`src/design/pin_mux_pkg.sv`:
```
package pin_mux_pkg;
  // ==========================================
  // widths and reset values
  localparam int PORT_W = 8;
  localparam int HI_ADDR_W = 4;
  localparam int ANALOG_W = 16;
  localparam logic [7:0] PORT_RST = 8'h00;
  localparam logic [3:0] HI_ADDR_CTL_RST = 4'h0;
  // ==========================================
  // external pin control bit positions
  localparam int EPC_WR_EN = 0;
  localparam int EPC_HOLD_EN = 1;
  localparam int EPC_RDY_EN = 2;
  localparam int EPC_CLK_EN = 3;
  localparam int EPC_W = 4;
  localparam logic [3:0] EPC_RST = 4'h0;
  // ==========================================
  // port 5 pin positions
  localparam int P5_ALE = 0;
  localparam int P5_RD = 1;
  localparam int P5_WR_LOW = 2;
  localparam int P5_WR_HIGH = 3;
  localparam int P5_HOLD_REQ = 4;
  localparam int P5_HOLD_ACK = 5;
  localparam int P5_RDY = 6;
  localparam int P5_CLK = 7;
  // ==========================================
  // bus mode states
  typedef enum logic [2:0] {
    MODE_SINGLE = 3'b001,
    MODE_MUX = 3'b010,
    MODE_NONMUX = 3'b100
  } bus_mode_t;
endpackage

```
`src/design/pin_route.sv`:
```
`timescale 1ns/10ps
`default_nettype none
module pin_route #(
  parameter int W = 8
) (
  input wire logic [W-1:0] sel,
  input wire logic [W-1:0] fn_out,
  input wire logic [W-1:0] fn_oe_n,
  input wire logic [W-1:0] port_out,
  input wire logic [W-1:0] port_oe_n,
  output logic [W-1:0] pin_out,
  output logic [W-1:0] pin_oe_n
);
  // ==========================================
  // per-pin select: function or port latch, never both
  genvar i;
  generate
    for (i = 0; i < W; i++) begin : g_pin
      assign pin_out[i] = sel[i] ? fn_out[i] : port_out[i];
      assign pin_oe_n[i] = sel[i] ? fn_oe_n[i] : port_oe_n[i];
    end
  endgenerate
endmodule
`default_nettype wire

```
`src/design/port_pin_function_selector.sv`:
```
`timescale 1ns/10ps
`default_nettype none
// Notes on behaviour
// - high address control one makes pin port, or pulse generator output if enabled
// - high address control zero drives address 20-23 in bus mode
// - non-multiplexed mode: ports 3,4 drive address
// - bus mode: ALE and read strobe out
// - low write strobe needs write enable
// - high write strobe needs 16-bit bus too
// - hold enable routes hold request/acknowledge
// - ready enable routes ready input
// - clock enable drives machine clock out
// - pulse generator outputs on ports 2, 11
// - reload timers get event in/out pins
// - four UARTs: rx, tx, bidirectional clock
// - port 6: interrupts, serial, pulse width, I2C
// - ports 7, 8 carry analog inputs
// - shared pin: trigger and free-run clock
// - port 10: capture in, compare out
// - function pin is never also port
// - analog passes only when enabled
module port_pin_function_selector
  import pin_mux_pkg::*;
(
  input wire logic clk,
  input wire logic resetn,
  input wire pin_mux_pkg::bus_mode_t bus_mode,
  input wire logic bus_16bit,
  input wire logic [pin_mux_pkg::HI_ADDR_W-1:0] high_address_output_control,
  input wire logic [pin_mux_pkg::EPC_W-1:0] external_pin_control,
  input wire logic [pin_mux_pkg::ANALOG_W-1:0] analog_input_enable_reg,
  input wire logic [3:0] pulse_gen_en,
  input wire logic [1:0] pulse_gen_hi_en,
  input wire logic [2:0] reload_timer_out_en,
  input wire logic [3:0] serial_tx_en,
  input wire logic [3:0] serial_clk_master,
  input wire logic [3:0] compare_out_en,
  input wire logic simple_serial_tx_en,
  input wire logic simple_serial_clk_master,
  // bus controller side
  input wire logic [23:0] bus_addr,
  input wire logic bus_ale,
  input wire logic bus_rd_n,
  input wire logic bus_wr_low_n,
  input wire logic bus_wr_high_n,
  input wire logic bus_hold_ack,
  input wire logic machine_clk_out,
  output logic bus_hold_request,
  output logic bus_ready,
  // peripheral side
  input wire logic [5:0] pulse_gen_out,
  input wire logic [2:0] reload_timer_out,
  input wire logic [3:0] serial_tx,
  input wire logic [3:0] serial_clk_o,
  input wire logic [3:0] compare_event_out,
  input wire logic simple_serial_tx,
  input wire logic simple_serial_clk_o,
  output logic [2:0] reload_timer_event_in,
  output logic [3:0] serial_rx,
  output logic [3:0] serial_clk_i,
  output logic [7:0] ext_irq_in,
  output logic simple_serial_rx,
  output logic simple_serial_clk_i,
  output logic pulse_width_meas_in,
  output logic i2c0_scl_in,
  output logic i2c0_sda_in,
  output logic converter_ext_trigger,
  output logic freerun_ext_clock,
  output logic [3:0] capture_trigger,
  output logic [pin_mux_pkg::ANALOG_W-1:0] analog_in,
  // port latches (out and active-low enable) and pins
  input wire logic [7:0] p2_latch,
  input wire logic [7:0] p2_oe_n_latch,
  input wire logic [7:0] p3_latch,
  input wire logic [7:0] p3_oe_n_latch,
  input wire logic [7:0] p4_latch,
  input wire logic [7:0] p4_oe_n_latch,
  input wire logic [7:0] p5_latch,
  input wire logic [7:0] p5_oe_n_latch,
  input wire logic [7:0] p9_latch,
  input wire logic [7:0] p9_oe_n_latch,
  input wire logic [7:0] pa_latch,
  input wire logic [7:0] pa_oe_n_latch,
  input wire logic [7:0] pb_latch,
  input wire logic [7:0] pb_oe_n_latch,
  input wire logic [7:0] p2_in,
  input wire logic [7:0] p3_in,
  input wire logic [7:0] p4_in,
  input wire logic [7:0] p5_in,
  input wire logic [7:0] p6_in,
  input wire logic [15:0] p78_in,
  input wire logic [7:0] p9_in,
  input wire logic [7:0] pa_in,
  output logic [7:0] p2_out,
  output logic [7:0] p2_oe_n,
  output logic [7:0] p3_out,
  output logic [7:0] p3_oe_n,
  output logic [7:0] p4_out,
  output logic [7:0] p4_oe_n,
  output logic [7:0] p5_out,
  output logic [7:0] p5_oe_n,
  output logic [7:0] p9_out,
  output logic [7:0] p9_oe_n,
  output logic [7:0] pa_out,
  output logic [7:0] pa_oe_n,
  output logic [7:0] pb_out,
  output logic [7:0] pb_oe_n,
  output logic [7:0] p2_fn_sel,
  output logic [7:0] p3_fn_sel,
  output logic [7:0] p4_fn_sel,
  output logic [7:0] p5_fn_sel
);
  import pin_mux_pkg::*;

  // ==========================================
  // registered state: selects and function data
  typedef struct packed {
    logic [7:0] s2, s3, s4, s5, s9, sa, sb;
    logic [7:0] f2, f3, f4, f5, f9, fa, fb;
    logic [7:0] e2, e3, e4, e5, e9, ea, eb;
  } st_t;
  st_t st_r, st_nxt;

  logic ext_bus, nonmux;
  assign ext_bus = (bus_mode != MODE_SINGLE);
  assign nonmux = (bus_mode == MODE_NONMUX);

  // ==========================================
  // selection; registered so pins move on the next clock
  always_comb begin
    st_nxt = '0;
    st_nxt.e2 = 8'hff;
    st_nxt.e3 = 8'hff;
    st_nxt.e4 = 8'hff;
    st_nxt.e5 = 8'hff;
    st_nxt.e9 = 8'hff;
    st_nxt.ea = 8'hff;
    st_nxt.eb = 8'hff;
    // port 2: address 16-23 or pulse generator 0-3
    for (int i = 0; i < 4; i++) begin
      st_nxt.s2[i] = ext_bus;
      st_nxt.f2[i] = bus_addr[16+i];
      st_nxt.e2[i] = ~ext_bus;
    end
    for (int i = 0; i < HI_ADDR_W; i++) begin
      if (ext_bus && !high_address_output_control[i]) begin
        st_nxt.s2[4+i] = 1'b1;
        st_nxt.f2[4+i] = bus_addr[20+i];
        st_nxt.e2[4+i] = 1'b0;
      end else if (pulse_gen_en[i]) begin
        st_nxt.s2[4+i] = 1'b1;
        st_nxt.f2[4+i] = pulse_gen_out[i];
        st_nxt.e2[4+i] = 1'b0;
      end
    end
    // ports 3 and 4: low address or timer and uart pins
    if (nonmux) begin
      st_nxt.s3 = 8'hff;
      st_nxt.f3 = bus_addr[7:0];
      st_nxt.e3 = 8'h00;
      st_nxt.s4 = 8'hff;
      st_nxt.f4 = bus_addr[15:8];
      st_nxt.e4 = 8'h00;
    end else begin
      for (int t = 1; t < 3; t++) begin
        st_nxt.s3[2*t-1] = reload_timer_out_en[t];
        st_nxt.f3[2*t-1] = reload_timer_out[t];
        st_nxt.e3[2*t-1] = ~reload_timer_out_en[t];
      end
      st_nxt.s4[1] = reload_timer_out_en[0];
      st_nxt.f4[1] = reload_timer_out[0];
      st_nxt.e4[1] = ~reload_timer_out_en[0];
      for (int u = 0; u < 2; u++) begin
        st_nxt.s4[3+3*u] = serial_tx_en[u];
        st_nxt.f4[3+3*u] = serial_tx[u];
        st_nxt.e4[3+3*u] = ~serial_tx_en[u];
        st_nxt.s4[4+3*u] = serial_clk_master[u];
        st_nxt.f4[4+3*u] = serial_clk_o[u];
        st_nxt.e4[4+3*u] = ~serial_clk_master[u];
      end
    end
    // port 5: bus control strobes
    if (ext_bus) begin
      st_nxt.s5[P5_ALE] = 1'b1;
      st_nxt.f5[P5_ALE] = bus_ale;
      st_nxt.e5[P5_ALE] = 1'b0;
      st_nxt.s5[P5_RD] = 1'b1;
      st_nxt.f5[P5_RD] = bus_rd_n;
      st_nxt.e5[P5_RD] = 1'b0;
      if (external_pin_control[EPC_WR_EN]) begin
        st_nxt.s5[P5_WR_LOW] = 1'b1;
        st_nxt.f5[P5_WR_LOW] = bus_wr_low_n;
        st_nxt.e5[P5_WR_LOW] = 1'b0;
        st_nxt.s5[P5_WR_HIGH] = bus_16bit;
        st_nxt.f5[P5_WR_HIGH] = bus_wr_high_n;
        st_nxt.e5[P5_WR_HIGH] = ~bus_16bit;
      end
      if (external_pin_control[EPC_HOLD_EN]) begin
        st_nxt.s5[P5_HOLD_REQ] = 1'b1;
        st_nxt.s5[P5_HOLD_ACK] = 1'b1;
        st_nxt.f5[P5_HOLD_ACK] = bus_hold_ack;
        st_nxt.e5[P5_HOLD_ACK] = 1'b0;
      end
      st_nxt.s5[P5_RDY] = external_pin_control[EPC_RDY_EN];
      if (external_pin_control[EPC_CLK_EN]) begin
        st_nxt.s5[P5_CLK] = 1'b1;
        st_nxt.f5[P5_CLK] = machine_clk_out;
        st_nxt.e5[P5_CLK] = 1'b0;
      end
    end
    // port 9: uart 2 and 3
    for (int u = 0; u < 2; u++) begin
      st_nxt.s9[1+3*u] = serial_tx_en[2+u];
      st_nxt.f9[1+3*u] = serial_tx[2+u];
      st_nxt.e9[1+3*u] = ~serial_tx_en[2+u];
      st_nxt.s9[2+3*u] = serial_clk_master[2+u];
      st_nxt.f9[2+3*u] = serial_clk_o[2+u];
      st_nxt.e9[2+3*u] = ~serial_clk_master[2+u];
    end
    // port 10: compare outputs on upper half
    for (int c = 0; c < 4; c++) begin
      st_nxt.sa[4+c] = compare_out_en[c];
      st_nxt.fa[4+c] = compare_event_out[c];
      st_nxt.ea[4+c] = ~compare_out_en[c];
    end
    // port 11: pulse generator 4 and 5
    for (int k = 0; k < 2; k++) begin
      st_nxt.sb[5+k] = pulse_gen_hi_en[k];
      st_nxt.fb[5+k] = pulse_gen_out[4+k];
      st_nxt.eb[5+k] = ~pulse_gen_hi_en[k];
    end
  end

  always_ff @(posedge clk) begin
    if (!resetn) begin
      st_r <= '0;
      st_r.e2 <= 8'hff;
      st_r.e3 <= 8'hff;
      st_r.e4 <= 8'hff;
      st_r.e5 <= 8'hff;
      st_r.e9 <= 8'hff;
      st_r.ea <= 8'hff;
      st_r.eb <= 8'hff;
    end else begin
      st_r <= st_nxt;
    end
  end

  // ==========================================
  // output muxing through one shared router
  logic [55:0] sel_all, fn_all, fe_all, po_all, pe_all, out_all, oe_all;
  assign sel_all = {st_r.s2, st_r.s3, st_r.s4, st_r.s5, st_r.s9, st_r.sa, st_r.sb};
  assign fn_all = {st_r.f2, st_r.f3, st_r.f4, st_r.f5, st_r.f9, st_r.fa, st_r.fb};
  assign fe_all = {st_r.e2, st_r.e3, st_r.e4, st_r.e5, st_r.e9, st_r.ea, st_r.eb};
  assign po_all = {p2_latch, p3_latch, p4_latch, p5_latch, p9_latch, pa_latch, pb_latch};
  assign pe_all = {p2_oe_n_latch, p3_oe_n_latch, p4_oe_n_latch, p5_oe_n_latch,
                   p9_oe_n_latch, pa_oe_n_latch, pb_oe_n_latch};

  pin_route #(.W(56)) u_route (
    .sel(sel_all),
    .fn_out(fn_all),
    .fn_oe_n(fe_all),
    .port_out(po_all),
    .port_oe_n(pe_all),
    .pin_out(out_all),
    .pin_oe_n(oe_all)
  );

  assign {p2_out, p3_out, p4_out, p5_out, p9_out, pa_out, pb_out} = out_all;
  assign {p2_oe_n, p3_oe_n, p4_oe_n, p5_oe_n, p9_oe_n, pa_oe_n, pb_oe_n} = oe_all;
  assign p2_fn_sel = st_r.s2;
  assign p3_fn_sel = st_r.s3;
  assign p4_fn_sel = st_r.s4;
  assign p5_fn_sel = st_r.s5;

  // ==========================================
  // inputs to peripherals; timer and uart inputs gated while the pin is a bus pin, hold request and ready taken only then
  assign bus_hold_request = st_r.s5[P5_HOLD_REQ] & p5_in[P5_HOLD_REQ];
  assign bus_ready = st_r.s5[P5_RDY] ? p5_in[P5_RDY] : 1'b1;
  assign reload_timer_event_in = {p3_in[2], p3_in[0], p4_in[0]} & {3{~nonmux}};
  assign serial_rx = {p9_in[3], p9_in[0], p4_in[5], p4_in[2]}
                     & {2'b11, {2{~nonmux}}};
  assign serial_clk_i = {p9_in[5], p9_in[2], p4_in[7], p4_in[4]} & {2'b11, {2{~nonmux}}};
  assign ext_irq_in = p6_in;
  assign simple_serial_rx = p6_in[2];
  assign simple_serial_clk_i = p6_in[4];
  assign pulse_width_meas_in = p6_in[5];
  // the i2c pads are open drain; port must be tristated by software
  assign i2c0_scl_in = p6_in[6];
  assign i2c0_sda_in = p6_in[7];
  assign converter_ext_trigger = p9_in[6];
  assign freerun_ext_clock = p9_in[6];
  assign capture_trigger = pa_in[3:0];
  assign analog_in = p78_in & analog_input_enable_reg;

  // ==========================================
  // checks
  property p_hi_addr;
    @(posedge clk) disable iff (!resetn)
    (ext_bus && !high_address_output_control[0])
      |=> (p2_out[4] == $past(bus_addr[20])) && !p2_oe_n[4];
  endproperty
  a_hi_addr: assert property (p_hi_addr) else $error("address 20 not driven");

  property p_hi_port;
    @(posedge clk) disable iff (!resetn)
    (ext_bus && high_address_output_control[1] && !pulse_gen_en[1]) |=> !p2_fn_sel[5];
  endproperty
  a_hi_port: assert property (p_hi_port) else $error("pin 25 not port");

  property p_nonmux;
    @(posedge clk) disable iff (!resetn)
    nonmux |=> (p3_out == $past(bus_addr[7:0])) && (p4_out == $past(bus_addr[15:8]));
  endproperty
  a_nonmux: assert property (p_nonmux) else $error("low address not driven");

  property p_ale;
    @(posedge clk) disable iff (!resetn)
    ext_bus |=> p5_fn_sel[P5_ALE] && p5_fn_sel[P5_RD];
  endproperty
  a_ale: assert property (p_ale) else $error("strobes not routed");

  property p_wr_low;
    @(posedge clk) disable iff (!resetn)
    !external_pin_control[EPC_WR_EN] |=> !p5_fn_sel[P5_WR_LOW];
  endproperty
  a_wr_low: assert property (p_wr_low) else $error("write strobe without enable");

  property p_wr_high;
    @(posedge clk) disable iff (!resetn)
    !bus_16bit |=> !p5_fn_sel[P5_WR_HIGH];
  endproperty
  a_wr_high: assert property (p_wr_high) else $error("high strobe in 8-bit bus");

  property p_clk;
    @(posedge clk) disable iff (!resetn)
    (ext_bus && external_pin_control[EPC_CLK_EN])
      |=> p5_out[P5_CLK] == $past(machine_clk_out);
  endproperty
  a_clk: assert property (p_clk) else $error("clock out wrong");

  property p_analog;
    @(posedge clk) disable iff (!resetn)
    (analog_in & ~analog_input_enable_reg) == '0;
  endproperty
  a_analog: assert property (p_analog) else $error("analog leak");

  property p_excl;
    @(posedge clk) disable iff (!resetn)
    p5_fn_sel[P5_HOLD_ACK] |-> p5_out[P5_HOLD_ACK] == $past(bus_hold_ack);
  endproperty
  a_excl: assert property (p_excl) else $error("port drove function pin");
endmodule
`default_nettype wire

```
`config.mk`:
```
export PLATFORM = sky130hd
export DESIGN_NAME = port_pin_function_selector
export DESIGN_NICKNAME = d
export VERILOG_FILES = /design/src/design/pin_mux_pkg.sv /design/src/design/pin_route.sv /design/src/design/port_pin_function_selector.sv
export SDC_FILE = /design/constraint.sdc
export NUM_CORES = 1
export LEC_CHECK = 0
export ABC_AREA = 1
export BUFFER_PORTS_ARGS = -buffer_cell sky130_fd_sc_hd__buf_2
export CAP_MARGIN = 10
export CORE_AREA = 2 2 189 191
export DETAILED_ROUTE_END_ITERATION = 6
export DIE_AREA = 0 0 191 193
export HOLD_SLACK_MARGIN = 0.15
export PLACE_DENSITY = 0.37
export SYNTH_ARGS = -nofsm -noshare
export SYNTH_HDL_FRONTEND = slang
export SYNTH_SLANG_ARGS = --single-unit
```
`constraint.sdc`:
```
create_clock -name clk -period 1.01 [get_ports clk]
set_input_delay 0.0505 -clock clk [delete_from_list [all_inputs] [get_ports clk]]
set_output_delay 0.0505 -clock clk [all_outputs]
set_load 0.1 [all_outputs]
```
* Yosys cells after proc, flatten, opt, wreduce, memory -nomap -nowiden *
Cells that the tools add are included.

word-level totals
  bits of input ports = 290
  bits in read-only memories = 0
  RAM bits = 0
  bits in registers = 168
  logic and storage cells = 245
  memories = 0
  latch bits = 0
  output and inout bits = 192

operators by class
  bitwise operators = 25
  reductions and logical operators = 13
  shifts and indexed selects = 0
  mux-type cells = 164
  multipliers = 0
  add/sub/neg operators = 0
  divide/modulo/power cells = 0
  $lt $le $gt $ge = 0
  equal/unequal tests = 2

operators by type and width
  kind                                                                     number
  1-bit two-way mux                                                        153
  1-bit inverter                                                           20
  2-bit two-way mux                                                        9
  16-bit AND                                                               1
  3-bit AND reduction                                                      3
  4-bit AND                                                                2
  4-bit two-way mux                                                        2
  1-bit logical AND                                                        4
  1-bit logical NOT                                                        4
  2-bit AND reduction                                                      2
  3-bit AND                                                                1
  3-bit == test, second input constant                                     1
  3-bit by 1-bit inequality test with 1-bit output, second input constant  1
  1-bit AND                                                                1

* Longest topological paths before layout *
Gate-level depths: netlist of run 1.

  depth in word-level cells = 3
  mapped depth = 7
  mapped depth without buffers = 7

* Hierarchy *
From an unflattened synthesis of run 1, not the netlist that was laid out.

second synthesis, totals
  cells, all modules = 774
  area, all modules = 4,768.3 um^2

by module, submodules not included
  module                      seq. area each (um^2)  times used  area an instance (um^2)  cells an instance
  port_pin_function_selector  1,901.8                1           3,296.9                  382
  pin_route                   0.0                    1           1,471.4                  392

* Worst setup path after synthesis of run 1 *
Ideal clock, no wire load.

  path type = flip-flop to output port
  start = register, netlist name p3_fn_sel[6]
  end = output p3_oe_n[0]
  data arrival time = 2.852 ns
  setup slack = -1.893 ns
  data required time = 0.959 ns
  path buffers = 2
  cell stages (with the launch flop) = 4
  cell sequence = dfxtp_1 buf_2 buf_2 o21ai_0

RTL lines
  element           line                              text
  end: declaration  port_pin_function_selector.sv:97  output logic [7:0] p3_oe_n,

==> impl_metrics.yaml, run 1 <==
route:
  viasPerCell: 3.32
  wl_mm: 19.2
  first_pass_iters: 4
  num_vias: 4718
  drc: 0
  drtIter0Drc: 56
  wl_per_cell_um: 13.5
  drtAntennaViolNets: 0
synth:
  async_flop_share: 0
  synthCells: 514
  ys.flop_type: "dfxtp_1"
  synth_top_area_share: 0.430
  syn_nets: 804
  syn_avg_cell_area_um2: 8.60
  yosysSeqAreaShare: 0.430
  yosysUniqueCellTypes: 20
  synth_most_common_cell: "inv_1"
  synth.area.top_cells: "dfxtp_1 43%, mux2_2 17%, buf_4 14%"
  synth.ff_latch_count: 95
  yosys-top-cells-count: "104 x inv_1, 95 x dfxtp_1, 84 x buf_4"
  synth_largest_area_cell: "dfxtp_1"
  synth_area_mm2: 0.00442
  synth_warnings: 0
  synth-edff-count: 0
global_routing:
  grt_pass1_vias: 4870
  antenna_found_initial: 2
  grt_first_pass_wirelength_mm: 26.2
  grt_usage: 0.0944
  grt-ovfl-total: 0
  grt_max_degree: 29
timing:
  period_needed_ns: 1.45
  hold_viol_final: 0
  timing.fmax_ghz: 0.688
  worst_pin_slew_ns: 1.01
  post-route-period-util: 1.44
  whs_ns: 0.148
  setup_ws_ns: -0.444
  slew_headroom: 0.332
  fin_setup_tns_ns: -31.86
  final_max_slew_viol_count: 0
  rsz0062_at_grt: "true"
  setup_viol: 126
hold_path:
  hp-class: "in -> reg"
floorplan:
  start_util: 0.126
  io_pins: 482
  die_h_um: 193
  fp-row-count: 69
  dieArea_mm2: 0.0369
  core_mm2: 0.0350
  die_w_um: 191
place:
  place.gp.congestion: 0.677
  place_ws_ns: -0.143
  port_buffers: 351
  post-dp-hpwl_mm: 13.1
setup_path:
  end_kind: "output pin"
  path_class: "reg -> out"
  worstPathRequired_ns: 0.96
  worstSetupStartpointType: "flop"
  arrival_ns: 1.40
  crit_fanout: 7
power:
  power_mw: 15.0
  power.leakage_nw: 5.83
  power_density_mw_per_mm2: 1380
  ir_drop_mv: 0.764
cts:
  cts_root_buf: "clkbuf_16"
  htreeDepth: 3
  ctsLongestPathBuffers: 2
  tritoncts: "done"
  cts_num_sinks: 95
  clk_pin_slew_worst_paths_ns: 0.08
  cts_made_buffers: 9
layout:
  syn2layout_area_growth_pct: 147
  layout-drive-gt1-share: 0.577
  nNetsFinal: 1244
status:
  outcome: "complete, but fails checks"
  violations: "negative setup slack"
job:
  cap_violations: 0
cells in the final DEF, fill, tap and decap left out:
master / Yosys / layout
nand2_8: 0 / 2
clkbuf_16: 0 / 10
inv_6: 0 / 4
inv_8: 0 / 2
diode_2: 0 / 1
a21oi_1: 4 / 4
o21ai_2: 2 / 2
inv_4: 3 / 2
buf_4: 84 / 6
nand3_1: 7 / 7
clkinv_2: 0 / 1
o21ai_4: 1 / 16
clkinvlp_4: 0 / 1
nor2_1: 35 / 25
dlymetal6s4s_1: 0 / 39
clkinv_4: 0 / 1
inv_2: 2 / 2
nand2_4: 3 / 5
buf_12: 0 / 140
nor2_2: 1 / 7
buf_16: 0 / 4
inv_1: 104 / 103
buf_6: 1 / 24
dfxtp_4: 0 / 18
dfxtp_1: 95 / 67
nor2_8: 1 / 1
mux2_4: 0 / 65
or2_4: 0 / 2
nand2_1: 74 / 71
buf_2: 7 / 220
buf_8: 0 / 1
o21ai_0: 19 / 4
nand2_2: 4 / 3
dfxtp_2: 0 / 10
dlygate4sd3_1: 0 / 86
nor2_4: 0 / 4
worst paths after layout:
path	startpoint	end	cells after the start
worst min-delay path	resetn	fe_all[43]	3
worst max-delay path	p3_fn_sel[6]	p3_out[2]	3
worst max-delay path, stage by stage (launching register included):
cell and delay (ns):
dfxtp_4 0.40, buf_16 0.15, mux2_4 0.32, buf_12 0.17
routing by layer:
layer,vias to the layer above,GRT usage,wire length [um]
met5,-,0,0
met4,0,0.0331,444
met3,21,0.0291,1430
met2,242,0.177,10100
met1,2113,0.0995,7200
li1,2342,-,-
timing repair:
| item | 4_1_cts | 5_1_grt |
|---|---|---|
| endpoints found under the setup margin | 118 | 178 |
| pin swaps | 7 | 2 |
| hold buffers | 127 | 5 |
| gates cloned | 2 | 1 |
| buffers inserted | 12 | 13 |
| hold endpoints to repair | 144 | 9 |
| resized for setup | 341 | 68 |
stage by stage:
step,instance area [um2],instances,util
finish,10900,1421,0.312
global route,10900,1421,0.312
CTS,10700,1413,0.306
detailed placement,7750,1260,0.222
global placement,7750,1260,0.222
floorplan,4710,514,-
power breakdown:
part	internal, mW	switching [mW]	leakage, nW
combinational	2.76	4.75	4.88
clock	1.74	1.71	0.145
sequential	3.94	0.141	0.802
final cells by class:
| type | instances | area, um2 |
|---|---|---|
| well taps | 461 | 577 |
| inverters | 109 | 423 |
| flip-flops and latches | 95 | 1980 |
| clock inverters | 7 | 62.6 |
| diodes | 1 | 2.50 |
| fillers | 3533 | 24000 |
| multi-input cells | 218 | 1930 |
| clock buffers | 9 | 225 |
| repair buffers | 521 | 5720 |
state kept, by name (all words and copies together) (netlist names):
signal,count
fn_all,40
p5_fn_sel,5
p3_fn_sel,3
p4_fn_sel,5
sel_all,10
p2_fn_sel,5
fe_all,27
cell families (layout without fill, tap and decap cells):
| family | count (synthesis) | in the layout | synth area share |
|---|---|---|---|
| buffers and inverters | 201 | 646 | 0.248 |
| and+or+nand+nor | 127 | 127 | 0.123 |
| DFF | 95 | 95 | 0.430 |
| muxes | 65 | 65 | 0.166 |
| AOI/OAI and AO/OA | 26 | 26 | 0.0337 |
| other | 0 | 1 | 0 |
(Power assumes the default switching activity.)
==> inputs of run 2 (changes only) <==
Settings changed: PLACE_DENSITY 0.37 to 0.36.
Clock period 1.01 ns to 1.35 ns, I/O delays scaled along.
==> impl_metrics.yaml, run 2 (synthesis results as in run 1) <==
setup_path:
  arrival_ns: 1.41
  worstPathRequired_ns: 1.28
  worstSetupStartpointType: "flop"
  path_class: "reg -> out"
  crit_fanout: 10
  end_kind: "output pin"
global_routing:
  grt-ovfl-total: 0
  grt_pass1_vias: 4527
  grt_usage: 0.0895
  grt_first_pass_wirelength_mm: 24.7
  grt_max_degree: 22
  antenna_found_initial: 0
hold_path:
  min_from: "resetn"
  holdPathStages: 3
  min_to: "p2_fn_sel[4]"
  hp-class: "in -> reg"
layout:
  diodes: 0
  syn2layout_area_growth_pct: 121
  final_cell_mix: "247 x buf_2, 135 x dlygate4sd3_1, 104 x inv_1"
  nNetsFinal: 1231
  layout-drive-gt1-share: 0.545
  largest_register_ffs: 40
  design_area_mm2: 0.00976
  layout_commonest_cell: "buf_2"
place:
  port_buffers: 351
  place_ws_ns: 0.102
  postPlaceCellArea_mm2: 0.00715
  post-dp-hpwl_mm: 13.1
  place.gp.congestion: 0.692
cts:
  cts_root_buf: "clkbuf_16"
  htreeDepth: 3
  cts_made_buffers: 9
  tritoncts: "done"
  clk_pin_slew_worst_paths_ns: 0.08
  ctsLongestPathBuffers: 2
  cts_num_sinks: 95
floorplan:
  die_w_um: 191
  start_util: 0.126
  fp-row-count: 69
  dieArea_mm2: 0.0369
  die_h_um: 193
  core_mm2: 0.0350
  io_pins: 482
timing:
  timing.fmax_ghz: 0.676
  setup_ws_ns: -0.128
  period_needed_ns: 1.48
  slew_headroom: 0.328
  final_max_slew_viol_count: 0
  setup_viol: 39
  whs_ns: 0.167
  rsz0062_at_grt: "true"
  post-route-period-util: 1.09
  hold_viol_final: 0
  worst_pin_slew_ns: 1.01
power:
  power_density_mw_per_mm2: 1100
  power.leakage_nw: 5.03
  ir_drop_mv: 0.540
  power_mw: 10.8
route:
  wl_mm: 17.8
  wl_per_cell_um: 12.7
  drtAntennaViolNets: 0
  drtIter0Drc: 62
  first_pass_iters: 3
  drc: 0
  num_vias: 4584
  viasPerCell: 3.26
job:
  cap_violations: 0
status:
  outcome: "complete, but fails checks"
  violations: "negative setup slack"
## run 2: layout make-up
type	count	area, um2
fillers	3731	25200
repair buffers	508	4800
flip-flops and latches	95	1960
multi-input cells	218	1710
well taps	461	577
inverters	109	417
clock buffers	9	225
clock inverters	6	70.1
## run 2: stage by stage
step           TNS, ns   util  cells
2_1_floorplan    -2.92      -    514
3_3_place_gp         0  0.204   1243
3_5_place_dp         0  0.204   1243
4_1_cts          -4.42  0.274   1407
5_1_grt          -4.62  0.279   1406
6_report         -2.41  0.279   1406
## run 2: repair_timing
action,CTS,global route
hold buffers,144,1
resized for setup,173,47
cloned,1,2
pin swaps,6,0
buffers inserted,4,0
hold endpoints to repair,144,1
endpoints found under the setup margin,99,72
## run 2: metal layers
| layer | vias to the layer above | GRT usage | routed length, um |
|---|---|---|---|
| met5 | - | 0 | 0 |
| met4 | 0 | 0.0268 | 197 |
| met3 | 9 | 0.0226 | 1180 |
| met2 | 208 | 0.164 | 9410 |
| met1 | 2056 | 0.102 | 7000 |
| li1 | 2311 | - | - |
## run 2: critical path: stages, from the launching register on
cell	delay (ns)
dfxtp_4	0.37
buf_12	0.15
mux2_2	0.36
buf_12	0.17
## run 2: how the worst max path moves through the flow
stage,from,to
after floorplan,bus_mode[1],reload_timer_event_in[0]
after global placement,p2_fn_sel[3],p2_oe_n[3]
after detailed placement,p2_fn_sel[3],p2_oe_n[3]
after CTS,p3_fn_sel[6],p4_out[5]
after global routing,p3_fn_sel[6],p3_out[4]
final,p3_fn_sel[6],p4_out[5]
## run 2: power by group
group	total [mW]	internal (mW)	switching (mW)
logic	5.08	1.64	3.44
registers	3.04	2.95	0.0906
clock network	2.66	1.44	1.21
total	10.8	6.04	4.74
==> inputs of run 3 (changes only) <==
Settings changed: CORE_AREA 2 2 189 191 to 2 2 187 189, DIE_AREA 0 0 191 193 to 0 0 189 191, PLACE_DENSITY 0.36 to 0.37.
Clock period 1.35 ns to 1.7 ns, I/O delays scaled along.
==> impl_metrics.yaml, run 3 (synthesis results as in run 1) <==
power:
  internal_power_mw: 4.42
  seq_power_share: 0.318
  power.leakage_nw: 4.34
  ir_drop_mv: 0.407
  clkPwrFrac: 0.283
  comb_power_share: 0.399
  power_density_mw_per_mm2: 940
  switching_share: 0.417
  p_switching_mw: 3.16
setup_path:
  critPathMaxStageDelay_ns: 0.51
  worstSetupStartpointType: "flop"
  crit_fanout: 7
  arrival_ns: 1.52
  cpMaxStageDelayCell: "dfxtp_1"
  path_class: "reg -> out"
  cp_top_family: "flip-flops"
  worstPathRequired_ns: 1.62
  cp_cell_sequence: "mux2_2, buf_2"
  end_kind: "output pin"
  path_buf_inv: 1
cts:
  htreeDepth: 3
  cts_num_sinks: 95
  cts_made_buffers: 9
  tritoncts: "done"
  post_cts_buffers: 0
  cts_root_buf: "clkbuf_16"
  clk_pin_slew_worst_paths_ns: 0.07
  ctsLongestPathBuffers: 2
timing:
  timing.fmax_ghz: 0.623
  rsz0062_at_grt: "false"
  slew_headroom: 0.654
  final_max_slew_viol_count: 0
  setup_viol: 0
  period_needed_ns: 1.61
  hold_viol_final: 0
  worst_pin_slew_ns: 0.523
  whs_ns: 0.170
  post-route-period-util: 0.945
place:
  post-dp-hpwl_mm: 12.7
  place.gp.congestion: 0.734
  port_buffers: 351
  dpl.cell_count: 1234
global_routing:
  grt-ovfl-total: 0
  grt_pass1_vias: 4132
  grt_usage: 0.0829
  grt_max_degree: 29
  antenna_found_initial: 0
  grt_first_pass_wirelength_mm: 22.6
hold_path:
  hp-class: "in -> out"
layout:
  nNetsFinal: 1167
  utilization: 0.236
  diodes: 0
  syn2layout_area_growth_pct: 82.6
  multiInputGateArea_mm2: 0.00147
  final_cell_mix: "306 x buf_2, 104 x inv_1, 94 x dfxtp_1"
  stdcell_count: 1337
  num-fill-cells: 3784
  layout_commonest_cell: "buf_2"
  layout-drive-gt1-share: 0.539
  largest_register_ffs: 40
  area.sequential_mm2: 0.00190
floorplan:
  dieArea_mm2: 0.0361
  io_pins: 482
  die_w_um: 189
  core_mm2: 0.0341
  die_h_um: 191
  fp-row-count: 68
  start_util: 0.129
route:
  num_vias: 4229
  wl_per_cell_um: 11.8
  viasPerCell: 3.16
  drc: 0
  drtIter0Drc: 66
  first_pass_iters: 4
  wl_mm: 15.7
  drtAntennaViolNets: 0
status:
  outcome: "finished, final reports clean"
job:
  cap_violations: 0
-- run 3: cell count changes in the layout (fill, tap and decap cells not counted), moves of 6 or more --
| cell | before | now |
|---|---|---|
| buf_2 | 247 | 306 |
| dfxtp_1 | 71 | 94 |
| buf_6 | 27 | 1 |
| o21ai_4 | 15 | 1 |
| mux2_2 | 36 | 65 |
| buf_12 | 81 | 47 |
| mux2_4 | 29 | 0 |
| o21ai_1 | 0 | 8 |
| o21ai_2 | 3 | 9 |
| dlygate4sd3_1 | 135 | 85 |
| dfxtp_4 | 10 | 0 |
| dfxtp_2 | 14 | 1 |
| nor2_1 | 33 | 26 |
| nor2_2 | 3 | 10 |
-- run 3: per-stage QoR --
step / worst slack [ns] / setup TNS [ns] / instance area [um2] / power [mW]
after floorplan: -0.489 / -4.40 / 4460 / 5.13
after CTS: 0.00456 / 0 / 8050 / 7.76
after detailed placement: 0.431 / 0 / 6860 / 5.34
final: 0.0940 / 0 / 8070 / 7.58
after global routing: 0.00627 / 0 / 8070 / 7.92
after global placement: 0.440 / 0 / 6860 / 5.34
-- run 3: path summary, 6_finish.rpt --
kind  slack (ns)  cells after the start         end        startpoint
max         0.09                      2   p5_out[5]      p5_fn_sel[5]
min         0.17                      0  pb_oe_n[2]  pb_oe_n_latch[2]
-- run 3: cell type report --
| cell class | instances | area share |
|---|---|---|
| multi-input cells | 218 | 0.183 |
| well taps | 455 | 0.0706 |
| inverters | 109 | 0.0517 |
| clock inverters | 5 | 0.00807 |
| repair buffers | 444 | 0.421 |
| clock buffers | 11 | 0.0301 |
| flip-flops and latches | 95 | 0.236 |
-- run 3: power by group through the flow --
stage / logic, mW / registers (mW) / clock network, mW
2_1_floorplan: 2.70 / 2.44 / 0
3_3_place_gp: 2.87 / 2.47 / 0
3_5_place_dp: 2.88 / 2.46 / 0
4_1_cts: 3.05 / 2.41 / 2.30
5_1_grt: 3.15 / 2.42 / 2.35
6_report: 3.02 / 2.41 / 2.15
-- run 3: repair_timing --
item / 4_1_cts / 5_1_grt
endpoints found under the setup margin: 0 / 15
endpoints found under the hold margin: 93 / 0
hold buffers: 89 / 0
gates resized for setup: 0 / 6
-- run 3: layer usage --
metal  wire length, um  track usage  up-vias
li1                  -            -     2182
met1              6360       0.0954     1810
met2              7650        0.142      205
met3              1320       0.0240       32
met4               389       0.0373        0
met5                 0            0        -
